[src/hdl/sec_pkg.sv]
// Constants, register map and carrier types of the serial encoder channel
package sec_pkg;

  // ---------------------------------------------------------------------------
  // Register offsets
  // ---------------------------------------------------------------------------
  localparam logic [7:0] OFS_CMD_CTRL  = 8'h00;
  localparam logic [7:0] OFS_POS_LOW   = 8'h04;
  localparam logic [7:0] OFS_POS_HIGH  = 8'h08;
  localparam logic [7:0] OFS_CLK_SEL   = 8'h0C;
  localparam logic [7:0] OFS_IRQ_STAT  = 8'h10;
  localparam logic [7:0] OFS_IRQ_MASK  = 8'h14;

  // ---------------------------------------------------------------------------
  // Command codes and protocol selection
  // ---------------------------------------------------------------------------
  localparam logic [15:0] CMD_POS_READ  = 16'h0000;
  localparam logic [15:0] CMD_POS_ERR   = 16'h00D8;
  localparam logic [15:0] CMD_ERR_CLR   = 16'h0040;
  localparam logic [15:0] CMD_MT_CLR    = 16'h0048;
  localparam logic [1:0]  PROTO_BISS    = 2'h0;
  localparam logic [1:0]  PROTO_ENDAT   = 2'h1;
  localparam logic [1:0]  PROTO_MOTOR   = 2'h2;

  // ---------------------------------------------------------------------------
  // Frame lengths in link bits, CRC appended after payload
  // ---------------------------------------------------------------------------
  localparam int          CMD_BITS      = 16;
  localparam int          CRC_BITS      = 6;
  localparam logic [5:0]  CRC_POLY      = 6'h03;
  localparam logic [6:0]  LEN_BISS      = 7'h34;
  localparam logic [6:0]  LEN_ENDAT     = 7'h2E;
  localparam logic [6:0]  LEN_MOTOR_FUL = 7'h3D;
  localparam logic [6:0]  LEN_MOTOR_ST  = 7'h2D;

  // ---------------------------------------------------------------------------
  // Timing
  // ---------------------------------------------------------------------------
  localparam int          CLK_MHZ       = 100;
  localparam int          TIMEOUT_US    = 20;
  localparam int          TIMEOUT_CYC   = TIMEOUT_US * CLK_MHZ;

  // ---------------------------------------------------------------------------
  // Reset values and interrupt bits
  // ---------------------------------------------------------------------------
  localparam logic [31:0] RST_CMD_CTRL  = 32'h0000_0400;
  localparam logic [31:0] RST_ZERO      = 32'h0000_0000;
  localparam int          IRQ_DONE      = 0;
  localparam int          IRQ_CRC       = 1;
  localparam int          IRQ_TMO       = 2;

  // Control register layout
  typedef struct packed {
    logic [15:0] cmd;
    logic [1:0]  rsv_hi;
    logic        repeat_one_shot;
    logic        arm;
    logic        rsv_mid;
    logic        done;
    logic [9:0]  rsv_lo;
  } sec_ctrl_t;

  // BiSS-C style high/status word
  typedef struct packed {
    logic        timeout;
    logic        crc_err;
    logic [5:0]  status;
    logic [15:0] extra;
    logic [7:0]  pos_top;
  } sec_high_t;

  typedef enum logic [1:0] {
    ST_IDLE = 2'b00,
    ST_CMD  = 2'b01,
    ST_RX   = 2'b10,
    ST_FIN  = 2'b11
  } sec_state_t;

endpackage

[src/hdl/sec_channel.sv]
// Serial absolute encoder channel: registers, trigger, link engine, interrupt
//
// Implementation choices: the register offsets and the plain strobed port.
`timescale 1ns/1ps
module sec_channel (
  input  wire logic        core_clk_i,
  input  wire logic        rst_n_i,
  input  wire logic [7:0]  reg_addr_i,
  input  wire logic [31:0] reg_wdata_i,
  input  wire logic        reg_wr_i,
  input  wire logic        reg_rd_i,
  output logic      [31:0] reg_rdata_o,
  input  wire logic        phase_tick_i,
  input  wire logic        servo_tick_i,
  input  wire logic        link_clk_i,
  input  wire logic        link_data_i,
  output logic             link_req_o,
  output logic             link_cmd_o,
  output logic             irq_o
);

  // ---------------------------------------------------------------------------
  // State
  // ---------------------------------------------------------------------------
  sec_pkg::sec_ctrl_t  ctrl_q;
  sec_pkg::sec_high_t  high_q;
  sec_pkg::sec_state_t state_q;
  logic [31:0] low_q;
  logic        clk_sel_q;
  logic [1:0]  proto_q;
  logic [2:0]  irq_stat_q;
  logic [2:0]  irq_mask_q;
  logic [31:0] rdata_q;
  logic        irq_q;
  logic        req_q;
  logic        cmd_bit_q;
  logic [15:0] cmd_sh_q;
  logic [63:0] rx_sh_q;
  logic [5:0]  crc_q;
  logic [6:0]  cnt_q;
  logic [6:0]  len_q;
  logic [11:0] tmo_q;
  logic        one_pend_q;
  logic        lclk_s1_q;
  logic        lclk_s2_q;
  logic        lclk_s3_q;
  logic        ldat_s1_q;
  logic        ldat_s2_q;

  logic        wr_ctrl;
  logic        tick;
  logic        start;
  logic        rise;
  logic        fall;
  logic        timeout;
  logic        finish;
  logic        crc_bad;
  logic [57:0] pay;
  logic [2:0]  irq_evt;
  logic [5:0]  crc_nx;
  logic [11:0] tmo_lim;

  assign tmo_lim = 12'(sec_pkg::TIMEOUT_CYC);

  // ---------------------------------------------------------------------------
  // Pin synchronisers
  // ---------------------------------------------------------------------------
  // Two flops per pin; the third clock stage only feeds edge detection
  always_ff @(posedge core_clk_i or negedge rst_n_i) begin
    if (!rst_n_i) begin
      lclk_s1_q <= 1'b0;
      lclk_s2_q <= 1'b0;
      lclk_s3_q <= 1'b0;
      ldat_s1_q <= 1'b0;
      ldat_s2_q <= 1'b0;
    end else begin
      lclk_s1_q <= link_clk_i;
      lclk_s2_q <= lclk_s1_q;
      lclk_s3_q <= lclk_s2_q;
      ldat_s1_q <= link_data_i;
      ldat_s2_q <= ldat_s1_q;
    end
  end

  assign rise = lclk_s2_q & ~lclk_s3_q;
  assign fall = ~lclk_s2_q & lclk_s3_q;

  // ---------------------------------------------------------------------------
  // Trigger selection
  // ---------------------------------------------------------------------------
  assign wr_ctrl = reg_wr_i && (reg_addr_i == sec_pkg::OFS_CMD_CTRL);
  assign tick    = clk_sel_q ? servo_tick_i : phase_tick_i;
  // Repeat mode needs a tick; one-shot waits only for idle
  assign start   = (state_q == sec_pkg::ST_IDLE) &&
                   ((!ctrl_q.repeat_one_shot && ctrl_q.arm && tick) ||
                    (ctrl_q.repeat_one_shot && one_pend_q));

  // Frames with a dead link end here rather than hang the channel
  assign timeout = (state_q == sec_pkg::ST_CMD || state_q == sec_pkg::ST_RX) && (tmo_q == tmo_lim);
  assign finish  = (state_q == sec_pkg::ST_FIN) || timeout;

  // Running CRC over payload and appended CRC leaves zero when intact
  always_comb begin
    crc_nx = {crc_q[4:0], 1'b0} ^ ((crc_q[5] ^ ldat_s2_q) ? sec_pkg::CRC_POLY : 6'h00);
  end
  assign crc_bad = (crc_q != 6'h00);
  assign pay     = rx_sh_q[63:6];

  // ---------------------------------------------------------------------------
  // Link engine
  // ---------------------------------------------------------------------------
  // Command goes out on falling link edges, answer is taken on rising edges
  always_ff @(posedge core_clk_i or negedge rst_n_i) begin
    if (!rst_n_i) begin
      state_q   <= sec_pkg::ST_IDLE;
      req_q     <= 1'b0;
      cmd_bit_q <= 1'b0;
      cmd_sh_q  <= 16'h0000;
      rx_sh_q   <= 64'h0000_0000_0000_0000;
      crc_q     <= 6'h00;
      cnt_q     <= 7'h00;
      len_q     <= 7'h00;
    end else if (timeout) begin
      // A cut frame must not leave a command bit standing on the line
      state_q   <= sec_pkg::ST_IDLE;
      req_q     <= 1'b0;
      cmd_bit_q <= 1'b0;
    end else begin
      unique case (state_q)
        sec_pkg::ST_IDLE: begin
          if (start) begin
            state_q   <= sec_pkg::ST_CMD;
            req_q     <= 1'b1;
            cmd_bit_q <= ctrl_q.cmd[15];
            cmd_sh_q  <= ctrl_q.cmd;
            rx_sh_q   <= 64'h0000_0000_0000_0000;
            crc_q     <= 6'h00;
            cnt_q     <= 7'h00;
            // Reply length follows protocol and command
            if (proto_q == sec_pkg::PROTO_BISS) begin
              len_q <= sec_pkg::LEN_BISS;
            end else if (proto_q == sec_pkg::PROTO_ENDAT) begin
              len_q <= sec_pkg::LEN_ENDAT;
            end else if (ctrl_q.cmd == sec_pkg::CMD_POS_READ) begin
              len_q <= sec_pkg::LEN_MOTOR_FUL;
            end else begin
              len_q <= sec_pkg::LEN_MOTOR_ST;
            end
          end
        end
        sec_pkg::ST_CMD: begin
          if (fall) begin
            cmd_sh_q  <= {cmd_sh_q[14:0], 1'b0};
            cmd_bit_q <= cmd_sh_q[14];
          end
          if (rise) begin
            if (cnt_q == 7'(sec_pkg::CMD_BITS - 1)) begin
              state_q <= sec_pkg::ST_RX;
              cnt_q   <= 7'h00;
            end else begin
              cnt_q <= cnt_q + 7'h01;
            end
          end
        end
        sec_pkg::ST_RX: begin
          cmd_bit_q <= 1'b0;
          if (rise) begin
            rx_sh_q <= {rx_sh_q[62:0], ldat_s2_q};
            crc_q   <= crc_nx;
            cnt_q   <= cnt_q + 7'h01;
            if (cnt_q == len_q - 7'h01) begin
              state_q <= sec_pkg::ST_FIN;
            end
          end
        end
        sec_pkg::ST_FIN: begin
          state_q <= sec_pkg::ST_IDLE;
          req_q   <= 1'b0;
        end
      endcase
    end
  end

  // Idle time between link edges, cleared on every edge
  always_ff @(posedge core_clk_i or negedge rst_n_i) begin
    if (!rst_n_i) begin
      tmo_q <= 12'h000;
    end else if (state_q == sec_pkg::ST_IDLE || rise || fall || timeout) begin
      tmo_q <= 12'h000;
    end else begin
      tmo_q <= tmo_q + 12'h001;
    end
  end

  // ---------------------------------------------------------------------------
  // Position data words
  // ---------------------------------------------------------------------------
  // Both words change only at the end of a frame, never from the bus
  always_ff @(posedge core_clk_i or negedge rst_n_i) begin
    if (!rst_n_i) begin
      low_q  <= sec_pkg::RST_ZERO;
      high_q <= sec_pkg::RST_ZERO;
    end else if (timeout) begin
      high_q.timeout <= 1'b1;
      high_q.crc_err <= 1'b0;
    end else if (state_q == sec_pkg::ST_FIN) begin
      high_q.timeout <= 1'b0;
      high_q.crc_err <= crc_bad;
      unique case (proto_q)
        sec_pkg::PROTO_BISS: begin
          low_q          <= pay[37:6];
          high_q.pos_top <= pay[45:38];
          high_q.status  <= pay[5:0];
          high_q.extra   <= 16'h0000;
        end
        sec_pkg::PROTO_ENDAT: begin
          low_q          <= pay[31:0];
          high_q.pos_top <= pay[39:32];
          high_q.status  <= 6'h00;
          high_q.extra   <= 16'h0000;
        end
        default: begin
          // Multi-turn 16, single-turn 23, additional 16, MSB first
          low_q          <= {pay[47:39], pay[38:16]};
          high_q.pos_top <= {1'b0, pay[54:48]};
          high_q.status  <= 6'h00;
          high_q.extra   <= pay[15:0];
        end
      endcase
    end
  end

  // ---------------------------------------------------------------------------
  // Control and configuration registers
  // ---------------------------------------------------------------------------
  // Command, mode and arm; done is owned by the link engine
  always_ff @(posedge core_clk_i or negedge rst_n_i) begin
    if (!rst_n_i) begin
      ctrl_q <= sec_pkg::RST_CMD_CTRL;
    end else begin
      if (wr_ctrl) begin
        ctrl_q.cmd             <= reg_wdata_i[31:16];
        ctrl_q.repeat_one_shot <= reg_wdata_i[13];
        ctrl_q.arm             <= reg_wdata_i[12];
      end else if (finish && ctrl_q.repeat_one_shot) begin
        ctrl_q.arm <= 1'b0;
      end
      if (start) begin
        ctrl_q.done <= 1'b0;
      end else if (finish) begin
        ctrl_q.done <= 1'b1;
      end
    end
  end

  // One-shot request: a single frame per write of arm
  always_ff @(posedge core_clk_i or negedge rst_n_i) begin
    if (!rst_n_i) begin
      one_pend_q <= 1'b0;
    end else if (wr_ctrl) begin
      one_pend_q <= reg_wdata_i[13] & reg_wdata_i[12];
    end else if (start) begin
      one_pend_q <= 1'b0;
    end
  end

  // Tick source and protocol selection
  always_ff @(posedge core_clk_i or negedge rst_n_i) begin
    if (!rst_n_i) begin
      clk_sel_q <= 1'b0;
      proto_q   <= sec_pkg::PROTO_BISS;
    end else if (reg_wr_i && reg_addr_i == sec_pkg::OFS_CLK_SEL) begin
      clk_sel_q <= reg_wdata_i[0];
      proto_q   <= reg_wdata_i[5:4];
    end
  end

  // ---------------------------------------------------------------------------
  // Interrupts
  // ---------------------------------------------------------------------------
  assign irq_evt[sec_pkg::IRQ_DONE] = finish;
  assign irq_evt[sec_pkg::IRQ_CRC]  = (state_q == sec_pkg::ST_FIN) && crc_bad;
  assign irq_evt[sec_pkg::IRQ_TMO]  = timeout;

  // Sticky status, write one to clear; a new event beats the clear
  always_ff @(posedge core_clk_i or negedge rst_n_i) begin
    if (!rst_n_i) begin
      irq_stat_q <= 3'h0;
      irq_mask_q <= 3'h0;
      irq_q      <= 1'b0;
    end else begin
      if (reg_wr_i && reg_addr_i == sec_pkg::OFS_IRQ_STAT) begin
        irq_stat_q <= (irq_stat_q & ~reg_wdata_i[2:0]) | irq_evt;
      end else begin
        irq_stat_q <= irq_stat_q | irq_evt;
      end
      if (reg_wr_i && reg_addr_i == sec_pkg::OFS_IRQ_MASK) begin
        irq_mask_q <= reg_wdata_i[2:0];
      end
      irq_q <= |(irq_stat_q & irq_mask_q);
    end
  end

  // ---------------------------------------------------------------------------
  // Read port
  // ---------------------------------------------------------------------------
  // Data one cycle after the strobe; unmapped offsets read zero
  always_ff @(posedge core_clk_i or negedge rst_n_i) begin
    if (!rst_n_i) begin
      rdata_q <= sec_pkg::RST_ZERO;
    end else if (reg_rd_i) begin
      unique case (reg_addr_i)
        sec_pkg::OFS_CMD_CTRL: rdata_q <= {ctrl_q.cmd, 2'b00, ctrl_q.repeat_one_shot, ctrl_q.arm,
                                           1'b0, ctrl_q.done, 10'h000};
        sec_pkg::OFS_POS_LOW:  rdata_q <= low_q;
        sec_pkg::OFS_POS_HIGH: rdata_q <= high_q;
        sec_pkg::OFS_CLK_SEL:  rdata_q <= {26'h000_0000, proto_q, 3'h0, clk_sel_q};
        sec_pkg::OFS_IRQ_STAT: rdata_q <= {29'h0000_0000, irq_stat_q};
        sec_pkg::OFS_IRQ_MASK: rdata_q <= {29'h0000_0000, irq_mask_q};
        default:               rdata_q <= sec_pkg::RST_ZERO;
      endcase
    end else begin
      rdata_q <= sec_pkg::RST_ZERO;
    end
  end

  assign reg_rdata_o = rdata_q;
  assign irq_o       = irq_q;
  assign link_req_o  = req_q;
  assign link_cmd_o  = cmd_bit_q;

endmodule

[config.mk]
export PLATFORM = sky130hd
export DESIGN_NAME = sec_channel
export DESIGN_NICKNAME = d
export VERILOG_FILES = /design/src/hdl/sec_pkg.sv /design/src/hdl/sec_channel.sv
export SDC_FILE = /design/constraint.sdc
export NUM_CORES = 1
export LEC_CHECK = 0
export BUFFER_PORTS_ARGS = -buffer_cell sky130_fd_sc_hd__buf_2
export CORE_MARGIN = 4
export CORE_UTILIZATION = 35
export CTS_CLUSTER_SIZE = 24
export DETAILED_ROUTE_END_ITERATION = 8
export GPL_TIMING_DRIVEN = 1
export MAX_ROUTING_LAYER = met4
export PLACE_DENSITY_LB_ADDON = 0.3
export REMOVE_ABC_BUFFERS = 1
export SLEW_MARGIN = 20
export SYNTH_ARGS = -nofsm -noshare
export SYNTH_HDL_FRONTEND = slang
export SYNTH_SLANG_ARGS = --single-unit
export TNS_END_PERCENT = 20
[constraint.sdc]
create_clock -name core_clk_i -period 2.14 [get_ports core_clk_i]
set_input_delay 0.321 -clock core_clk_i [delete_from_list [all_inputs] [get_ports core_clk_i]]
set_output_delay 0.321 -clock core_clk_i [all_outputs]
set_load 0.02 [all_outputs]
==> results of run 1 <==
==> cell type report <==
class / count / area share [%]
sequential: 241 / 45.24
multi-input combinational: 824 / 35.98
timing repair buffer: 134 / 8.143
clock buffer: 41 / 5.910
tap: 402 / 3.771
clock inverter: 9 / 0.5816
inverter: 13 / 0.3659
==> stage by stage <==
| stage | hold slack (ns) | util (%) |
|---|---|---|
| detailed placement | 0.2765 | 38.86 |
| global route | 0.02231 | 42.16 |
| global placement | 0.2673 | 38.86 |
| CTS | 0.01413 | 42.11 |
| finish | 0.03714 | 42.16 |
| floorplan | 0.02541 | - |
==> kinds of logic after synthesis <==
group           count (synthesis)
flops                         241
xor+xnor                       20
buf+inv                        93
compound gates                266
mux                           107
fa+ha+maj                      10
simple gates                  421
==> sequential cells by signal, indices dropped and copies added, names as in the netlist, 3 cells and up <==
name         cells
irq_mask_q       3
cnt_q            7
len_q            5
crc_q            6
high_q          32
low_q           32
rx_sh_q         61
tmo_q           12
cmd_sh_q        15
ctrl_q          19
irq_stat_q       3
reg_rdata_o     32
==> cell usage after synthesis (3+ instances only) <==
cell type,n
a21o_1,5
a21oi_1,56
a22o_1,7
a22oi_1,32
and3_1,7
buf_1,4
buf_2,18
buf_4,14
buf_6,4
clkbuf_1,40
dfrtp_1,240
ha_1,10
inv_1,13
mux2_1,17
mux2_2,32
mux2i_1,58
nand2_1,239
nand2b_1,6
nand3_1,14
nand4_1,3
nor2_1,111
nor2b_1,6
nor3_1,8
nor4_1,6
o211ai_1,3
o21ai_0,134
o21ai_1,10
xnor2_1,11
xor2_1,9
==> metal layers <==
layer | up-vias | share of wire, % | wire (um) | global-route usage, %
met2 | 113 | 46 | 13330 | 25.80
met5 | - | 0 | 0 | -
li1 | 4135 | - | - | -
met4 | 0 | 1.7 | 494 | 2.873
met3 | 38 | 3.1 | 894 | 2.389
met1 | 4047 | 49 | 14060 | 23.82
==> worst paths after layout <==
path	endpoint	start	slack, ns	cells after the start
max in group asynchronous	rx_sh_q[20]	rst_n_i	1.16	3
max reg2reg	state_q[0]	len_q[0]	0.17	7
min reg2reg	ldat_s2_q	ldat_s1_q	0.35	0
min	proto_q[1]	reg_wdata_i[5]	0.04	2
max	state_q[0]	len_q[0]	0.17	7
min in group asynchronous	irq_o	rst_n_i	0.30	2
==> placed cells by master (no fill, tap or decap), drive strengths merged, types with 3 or more instances in the layout <==
master,n
a21o,5
clkinv,7
o211ai,4
dfrtp,240
nor2,111
clkbuf,41
dlygate4sd3,16
mux2,49
o21ai,144
inv,14
nor2b,6
nand4,3
mux2i,58
nand2b,6
xnor2,11
nand2,240
buf,118
a21oi,56
nor4,8
a22oi,32
a22o,7
ha,10
nand3,15
nor3,9
xor2,9
and3,7
==> power groups by stage <==
stage               Combinational, mW  Sequential [mW]  Clock, mW
detailed placement               3.47             5.22          0
CTS                              3.52             5.14       4.65
floorplan                        2.03             5.21          0
global route                     3.94             5.18       4.82
finish                           3.52             5.14       4.53
global placement                 3.44             5.21          0
==> what timing repair did <==
item / 4_1_cts / 5_1_grt
hold endpoints to repair: 58 / 0
resized for setup: 1 / 4
hold buffers: 16 / 0
setup endpoints to repair: 1 / 122
==> metrics.md, run 1 <==
| Metric | Value |
|---|---|
| Pre-CTS WS | `-0.08556 ns` |
| Flops & latches, synth | `241` |
| Multi-input gate area in the final layout | `~0.0048 mm2` |
| Adder-cell share of the synthesized area | `roughly 1.1%` |
| H-tree Lvls | `1` |
| Number of routed nets with antenna violations | `0` |
| Setup ws final | `0.1733 ns` |
| Register area share after synthesis | `53.60%` |
| CTS max path bufs | `3` |
| Post-layout min period | `slightly below 2 ns` |
| XOR/XNOR Fraction of Synth Area | `between 1.5 and 2%` |
| Ranking of synthesized cells by area | `dfrtp_1 53%, nand2_1 8.0%, o21ai_0 6.0%` |
| Actual slew at the worst max-slew pin | `about 0.75 ns` |
| Setup CP Type | `flop to flop` |
| Fraction of the mapped netlist area in compound gates | `between 10% and 20%` |
| CP required | `2.54 ns` |
| Setup-failing EPs final | `0` |
| Worst-path fanout max | `3` |
| Slowest cell on crit path | `a2111oi_1` |
| Synthesized area | `approximately 0.011 mm2` |
| CTS Buf Count | `27` |
| Total power | `between 10 and 15 mW` |
| Largest net degree at the start of global routing | `68` |
| Number of synthesized flops with an enable pin | `0` |
| CP top delay family | `compound AO/OA/AOI/OAI gates` |
| Initial Utilization | `between 30 and 40%` |
| Number of remaining DRC errors | `0` |
| Power Dens Cells | `just under 1000 mW/mm2` |
| Slowest cell delay on critical path | `~0.39 ns` |
| Crit path DAT | `2.36 ns` |
| Worst rel slew slack | `around half` |
| Dpl hpwl | `between 15000 and 20000 um` |
| Die Width | `187.3 um` |
| Clock power share | `about a third` |
| Period utilization | `roughly 90%` |
| Buf/Inv on CP | `1` |
| Clock sinks | `241` |
| CTS root buf | `clkbuf_16` |
| Clock transition at the registers of the reported paths | `about 0.060 ns` |
| Die area | `0.03509 mm2` |
| 1st-pass router iterations | `5` |
| N_diodes | `0` |
| Synthesized area per cell | `~10 um2` |
| Final WL | `around 29000 um` |
| Fin cells | `about 1700` |
| Net Sw Frac | `between 30% and 40%` |
| Clk Latency, worst-skew pair | `roughly 0.54 ns` |
| Share of the synthesized area in the top cell type | `around 53%` |
| Share of post-route cells with drive strength above 1 | `16.64%` |
| Startpoint Class | `flop` |
| Yosys top cell by area | `dfrtp_1` |
| Sequential Power Share | `39.0%` |
| Row cnt | `65` |
| Ys flop type | `dfrtp_1` |
| All-layer global routing usage | `approximately 17%` |
| Outcome | `finished clean` |
| VDD IR max | `0.0005738 V` |
| Synth Area in Simple Gates | `~16%` |
| Placed instance count | `approximately 1600` |
| GR Overflow Total | `0` |
| Final instance area | `~0.013 mm2` |
| Sequential cell area | `roughly 0.0060 mm2` |
| DP Area | `around 0.012 mm2` |
| Max Freq | `0.5085 GHz` |
| Cells after Synth | `between 1000 and 1500` |
| Yosys Warn Count | `0` |
| Sum Neg Setup Slack | `0 ns` |
| Nets | `between 1000 and 1500` |
| Filler instances | `just over 3000` |
| Switching pwr | `~4.3 mW` |
| I/O Pins | `83` |
| Tightest Hold Check Type | `input pin to flop` |
| RSZ-0062 raised after global routing | `no` |
| Yosys cell types | `60` |
| Logic pwr share | `26.7%` |
| Area delta synth->final | `18.51%` |
| CTS tree | `done` |
| First-pass GRT wire length | `approximately 47000 um` |
| Die Y | `between 150 and 200 um` |
| Asr flop ratio synth | `100.0%` |
| Hold Violations, Final | `0` |
| Number of I/O port buffers | `73` |
| Placer Congestion | `roughly 0.84` |
| Vias | `around 8300` |
| Placeable Area | `0.03164 mm2` |
| Drt wl/cell | `between 15 and 20 um` |
| Largest family of logic cells by synthesized area | `simple AND/OR/NAND/NOR gates` |
| Via/cell ratio | `approximately 5.0` |
| Initial antenna violation count | `0` |
| Multiplexer share of the synthesized area | `10.06%` |
| CP Capture Type | `flop` |
| Max cap viols | `0` |
| Clock Skew | `roughly 0.011 ns` |
| Worst-path cell chain | `inv_1 -> ha_1 -> nor3b_2 -> mux2_2 -> o31ai_2 -> a311oi_1 -> a2111oi_1` |
| Lkg Pwr | `a little under 6 nW` |
| Setup Fix Bufs, Post-CTS | `0` |
| DRT iter0 DRCs | `about 440` |
| Number of global-route vias before repair | `roughly 8200` |
| Final Max Tran Viols | `0` |
| Internal | `~8.8 mW` |
(Power assumes the default switching activity.)
==> run 2, diff against run 1 <==
PLACE_DENSITY = 0.59   (was not set)
PLACE_DENSITY_LB_ADDON = not set   (was 0.3)
clock period = 1.7 ns   (was 2.14 ns; I/O delays follow)
==> run 2 against run 1 <==
Net effect: the run now ends with negative setup slack left; largest cell class unchanged; register-to-register slack got worse by 0.46 ns; hold slack improved by 0.060 ns; clock skew fell by 0.0026 ns; critical path type unchanged; sequential power increased by 26%; first-iteration DRC count rose by 59%.
==> metrics.md, run 2 (synthesis gave the netlist of run 1 again) <==
| Metric | Value |
|---|---|
| Outcome | `complete, but fails checks` |
| Failing checks | `negative setup slack` |
| Worst-path cell chain | `inv_2 -> ha_4 -> nand4bb_1 -> or3_4 -> buf_12 -> nand3_4 -> clkbuf_16 -> nand2_1 -> o21ai_0` |
| Slowest cell delay on critical path | `~0.37 ns` |
| Number of I/O port buffers | `73` |
| CP Capture Type | `flop` |
| Hold Violations, Final | `0` |
| Pre-CTS WS | `-0.3508 ns` |
| Initial Utilization | `between 30% and 40%` |
| Worst rel slew slack | `a little under 70%` |
| CTS max path bufs | `3` |
| I/O Pins | `83` |
| Final WL | `32270 um` |
| Total power | `20.17 mW` |
| Placer Congestion | `around 0.85` |
| Die Y | `approximately 190 um` |
| Crit path DAT | `2.44 ns` |
| CTS Buf Count | `28` |
| Setup CP Type | `flop to flop` |
| Commonest non-fill, non-tap cell in the layout | `dfrtp_1` |
| Via/cell ratio | `~5.2` |
| 1st-pass router iterations | `5` |
| Worst Hold Path EP | `reg_rdata_o[0]` |
| Vias | `roughly 9200` |
| FF-to-FF setup slack | `-0.29 ns` |
| Largest net degree at the start of global routing | `62` |
| Final instance area | `roughly 0.015 mm2` |
| DP Area | `approximately 0.013 mm2` |
| Final Max Tran Viols | `0` |
| Setup-failing EPs final | `around 170` |
| Row cnt | `65` |
| Dpl hpwl | `around 21000 um` |
| Startpoint Class | `flop` |
| VDD IR max | `0.0008477 V` |
| Reg2reg end | `rx_sh_q[30]` |
| Multi-input gate area in the final layout | `about 0.0050 mm2` |
| Clock Skew | `0.008492 ns` |
| Buf/Inv on CP | `3` |
| Die Width | `roughly 190 um` |
| DRT iter0 DRCs | `approximately 700` |
| Worst r2r src | `state_q[1]` |
| Max cap viols | `0` |
| Worst reg2reg path depth | `9` |
| Clock transition at the registers of the reported paths | `around 0.060 ns` |
| Actual slew at the worst max-slew pin | `around 0.48 ns` |
| Number of routed nets with antenna violations | `0` |
| Post-layout min period | `roughly 2.0 ns` |
| Clk Latency, worst-skew pair | `approximately 0.53 ns` |
| Nets | `1386` |
| Most flops, register | `rx_sh_q` |
| Initial antenna violation count | `0` |
| Sequential cell area | `0.006035 mm2` |
| N_diodes | `0` |
| All-layer global routing usage | `17.74%` |
| Clock sinks | `~240` |
| CTS root buf | `clkbuf_16` |
| Period utilization | `116.9%` |
| Tightest Hold Check Type | `input pin to flop` |
| CP top delay family | `simple AND/OR/NAND/NOR gates` |
| First-pass GRT wire length | `around 50000 um` |
| Drt wl/cell | `around 18 um` |
| Most frequent cells in the layout | `238 x dfrtp_1, 215 x nand2_1, 96 x nor2_1` |
| Number of global-route vias before repair | `around 8900` |
| Area delta synth->final | `31.70%` |
| Number of remaining DRC errors | `0` |
| RSZ-0062 raised after global routing | `yes` |
| Filler instances | `around 2900` |
| Max Freq | `0.5032 GHz` |
| Hold path depth | `4` |
| Die area | `~0.035 mm2` |
| Setup ws final | `-0.2874 ns` |
| Lkg Pwr | `~6.6 nW` |
| Share of post-route cells with drive strength above 1 | `between 20% and 30%` |
| Slowest cell on crit path | `or3_4` |
| CTS tree | `done` |
| H-tree Lvls | `1` |
| CP required | `approximately 2.2 ns` |
| Hold Crit Start | `reg_rd_i` |
| Placeable Area | `between 0.03 and 0.04 mm2` |
| Worst-path fanout max | `21` |
| GR Overflow Total | `0` |
| Max reg flops | `61` |
| Power Dens Cells | `1361 mW/mm2` |
==> run 2: cell count changes in the layout (fill, tap and decap cells not counted), moves of 20 or more <==
cell and change:
o21ai_0 -98, o21ai_1 +75, buf_4 +43, nand2_1 -24
o21ai_2 +23, nand2_2 +20
==> run 2: metal layers <==
layer	up-vias	global-route usage (%)	share of wire, %
met4	0	3.612	2.0
met1	4570	24.87	46
li1	4339	-	-
met5	-	-	0
met3	43	1.885	3.8
met2	206	28.25	48
==> run 2: worst max path at each step <==
| stage | startpoint | end | depth (start not counted) | slack (ns) |
|---|---|---|---|---|
| 5_1_grt | state_q[1] | state_q[0] | 8 | -0.40 |
| 2_1_floorplan | state_q[0] | crc_q[0] | 6 | -2.29 |
| 6_report | state_q[1] | rx_sh_q[30] | 9 | -0.29 |
| 3_5_place_dp | reg_addr_i[1] | proto_q[0] | 6 | -0.35 |
| 3_3_place_gp | reg_addr_i[1] | proto_q[1] | 6 | -0.30 |
| 4_1_cts | state_q[0] | low_q[12] | 8 | -0.26 |
==> run 2: tightest hold or removal path: cells and delay by family <==
family        cells  cell delay [ns]
buf+inv           2             0.22
simple gates      2             0.12
==> run 2: layout make-up <==
cell class | instances | area share (%)
clock buffers | 37 | 5.436
clock inverters | 15 | 1.747
inverters | 13 | 0.3292
multi-input cells | 825 | 33.99
flip-flops and latches | 241 | 40.71
well taps | 402 | 3.394
repair buffers | 219 | 14.38
==> run 2: what timing repair did <==
| action | in CTS | in global routing |
|---|---|---|
| buffers inserted | 3 | 2 |
| endpoints found under the setup margin | 171 | 172 |
| hold buffers | 26 | 0 |
| hold endpoints to repair | 69 | 0 |
| gates cloned | 3 | 13 |
| pin swaps | 11 | 28 |
| gates resized for setup | 97 | 96 |
==> run 2: report_power, final <==
part | internal (mW) | switching (mW) | total (mW)
registers | 6.17 | 0.292 | 6.46
clock network | 4.38 | 2.43 | 6.81
logic | 3.10 | 3.80 | 6.90
==> run 2: stage by stage <==
| step | utilization [%] | cells | hold slack [ns] | setup TNS (ns) |
|---|---|---|---|---|
| 2_1_floorplan | - | 1078 | -0.04059 | -275.61 |
| 3_3_place_gp | 40.45 | 1653 | 0.2255 | -50.19 |
| 3_5_place_dp | 40.45 | 1653 | 0.2237 | -55.07 |
| 4_1_cts | 45.26 | 1737 | 0.08289 | -31.66 |
| 5_1_grt | 46.85 | 1752 | 0.1106 | -50.90 |
| 6_report | 46.85 | 1752 | 0.09670 | -37.09 |
==> run 3, diff against run 2 <==
CORE_ASPECT_RATIO = 1.5   (was not set)
==> run 3 against run 2 <==
Net effect: the run still ends with negative setup slack left; global-route usage up 0.20 points; cell count up 1.5%; hold slack worse by 0.085 ns; setup slack worse by 0.069 ns; via count down 0.71%; sequential power about the same; design area down 0.80%; die area up 0.17%; critical path type unchanged.
==> metrics.md, run 3 (synthesis gave the netlist of run 1 again) <==
| Metric | Value |
|---|---|
| CTS root buf | `clkbuf_16` |
| Crit path DAT | `roughly 2.5 ns` |
| Worst Hold Slack | `0.01183 ns` |
| CP required | `2.10 ns` |
| Die Width | `~150 um` |
| Most frequent cells in the layout | `238 x dfrtp_1, 212 x nand2_1, 104 x nor2_1` |
| Startpoint Class | `flop` |
| Number of I/O port buffers | `73` |
| RSZ-0062 raised after global routing | `yes` |
| CP Depth | `10` |
| Initial antenna violation count | `0` |
| Drt wl/cell | `18.01 um` |
| Row cnt | `80` |
| Setup CP Type | `flop to flop` |
| N_diodes | `0` |
| CTS tree | `done` |
| Failing checks | `negative setup slack` |
| Clock Skew | `around 0.013 ns` |
| Lkg Pwr | `6.579 nW` |
| Vias | `9093` |
| Buf/Inv on CP | `5` |
| Die area | `0.03515 mm2` |
| Fin cells | `1779` |
| Actual slew at the worst max-slew pin | `about 0.59 ns` |
| VDD IR max | `slightly below 0.0006 V` |
| Setup-failing EPs final | `between 150 and 200` |
| Max Freq | `between 0.4 and 0.5 GHz` |
| Setup ws final | `-0.3559 ns` |
| First-pass GRT wire length | `about 49000 um` |
| CTS Buf Count | `24` |
| Final WL | `about 32000 um` |
| Most flops, register | `rx_sh_q` |
| Filler instances | `2900` |
| GR Overflow Total | `0` |
| Share of post-route cells with drive strength above 1 | `between 20% and 30%` |
| Area delta synth->final | `30.64%` |
| Max cap viols | `0` |
| All-layer global routing usage | `between 15 and 20%` |
| Period utilization | `120.9%` |
| Via/cell ratio | `between 5 and 6` |
| Worst rel slew slack | `60.83%` |
| 1st-pass router iterations | `5` |
| Slowest cell delay on critical path | `slightly below 0.4 ns` |
| CP top delay family | `simple AND/OR/NAND/NOR gates` |
| Tightest Hold Check Type | `input pin to flop` |
| Placeable Area | `approximately 0.032 mm2` |
| Number of routed nets with antenna violations | `0` |
| Placer Congestion | `about 0.88` |
| I/O Pins | `a little over 80` |
| Number of remaining DRC errors | `0` |
| Initial Utilization | `35.47%` |
| Dpl hpwl | `21460 um` |
| Worst-path fanout max | `11` |
| Max reg flops | `61` |
| Post-layout min period | `slightly above 2 ns` |
| Clock transition at the registers of the reported paths | `0.07 ns` |
| Clock sinks | `approximately 240` |
| Hold path depth | `3` |
| Hold Violations, Final | `0` |
| Commonest non-fill, non-tap cell in the layout | `dfrtp_1` |
| Die Y | `between 200 and 250 um` |
| Largest net degree at the start of global routing | `between 70 and 80` |
| Power Dens Cells | `1306 mW/mm2` |
| Outcome | `complete, but fails checks` |
| Placed instance count | `1681` |
| DRT iter0 DRCs | `~530` |
| Number of global-route vias before repair | `9153` |
| Worst-path cell chain | `inv_2 -> ha_4 -> nand4bb_1 -> or3_4 -> buf_6 -> nand3_4 -> buf_4 -> buf_12 -> buf_16 -> o21ai_1` |
| Nets | `approximately 1400` |
| H-tree Lvls | `1` |
| CP Capture Type | `flop` |
| Slowest cell on crit path | `or3_4` |
| Final Max Tran Viols | `0` |
| Final Util | `a little under half` |
| Clk Latency, worst-skew pair | `roughly 0.52 ns` |
| CTS max path bufs | `3` |
| Worst reg2reg path depth | `10` |
[run 3: cell types whose count changed in the layout (fill, tap and decap cells not counted), moves of 4 or more]
cell | before | now
buf_12 | 26 | 18
buf_4 | 71 | 102
buf_6 | 8 | 13
bufinv_16 | 7 | 3
nand2_2 | 20 | 24
nor2_1 | 96 | 104
nor2_2 | 15 | 7
o21ai_0 | 35 | 71
o21ai_1 | 86 | 61
o21ai_2 | 23 | 12
[run 3: worst reg2reg max path: stages (launching register included)]
cell       delay (ns)
dfrtp_1          0.37
inv_2            0.06
ha_4             0.26
nand4bb_1        0.13
or3_4            0.39
buf_6            0.14
nand3_4          0.13
buf_4            0.16
buf_12           0.10
buf_16           0.12
o21ai_1          0.07
[run 3: final timing paths]
path	startpoint	to	slack, ns
worst max-delay path	state_q[1]	rx_sh_q[21]	-0.36
worst min-delay path	reg_wdata_i[12]	ctrl_q[12]	0.01
worst max register to register	state_q[1]	rx_sh_q[21]	-0.36
worst min register to register	lclk_s1_q	lclk_s2_q	0.35
max in group asynchronous	rst_n_i	rx_sh_q[58]	0.79
min in group asynchronous	rst_n_i	ctrl_q[20]	0.21
[run 3: metal layers]
layer	share of wire, %	routed length, um	vias to the layer above	global-route usage [%]
met4	3.1	998	0	6.613
met2	54	17310	150	32.96
met5	0	0	-	-
met1	40	12810	4514	20.21
met3	2.9	929	58	1.781
li1	-	-	4371	-
[run 3: layout make-up]
| cell class | count | area (um2) | share of cell area (%) |
|---|---|---|---|
| Sequential cell | 241 | 6035 | 41.04 |
| Multi-Input combinational cell | 824 | 4979 | 33.86 |
| Timing Repair Buffer | 247 | 2296 | 15.62 |
| Clock buffer | 33 | 695.7 | 4.731 |
| Tap cell | 410 | 513.0 | 3.489 |
| Clock inverter | 11 | 136.4 | 0.9276 |
| Inverter | 13 | 48.80 | 0.3319 |
[run 3: through the flow]
step	setup WS (ns)	power, mW	cell area (um2)	setup TNS, ns
after floorplan	-2.288	9.124	10850	-275.61
after global placement	-0.3602	11.40	12840	-53.91
after detailed placement	-0.4059	11.47	12840	-61.23
after CTS	-0.2928	17.90	14170	-35.78
after global routing	-0.4491	20.15	14700	-62.36
final	-0.3559	19.19	14700	-46.32
[run 3: power breakdown]
| part | leakage (nW) | internal [mW] | switching (mW) |
|---|---|---|---|
| Combinational | 2.88 | 3.40 | 3.72 |
| Sequential | 3.29 | 6.16 | 0.293 |
| Clock | 0.412 | 3.33 | 2.30 |
[run 3: what timing repair did]
item,4_1_cts,5_1_grt
endpoints found under the hold margin,176,0
endpoints found under the setup margin,171,186
gates resized for setup,78,66
buffers inserted,7,5
gates cloned,3,13
pin swaps,13,5
hold buffers,26,0
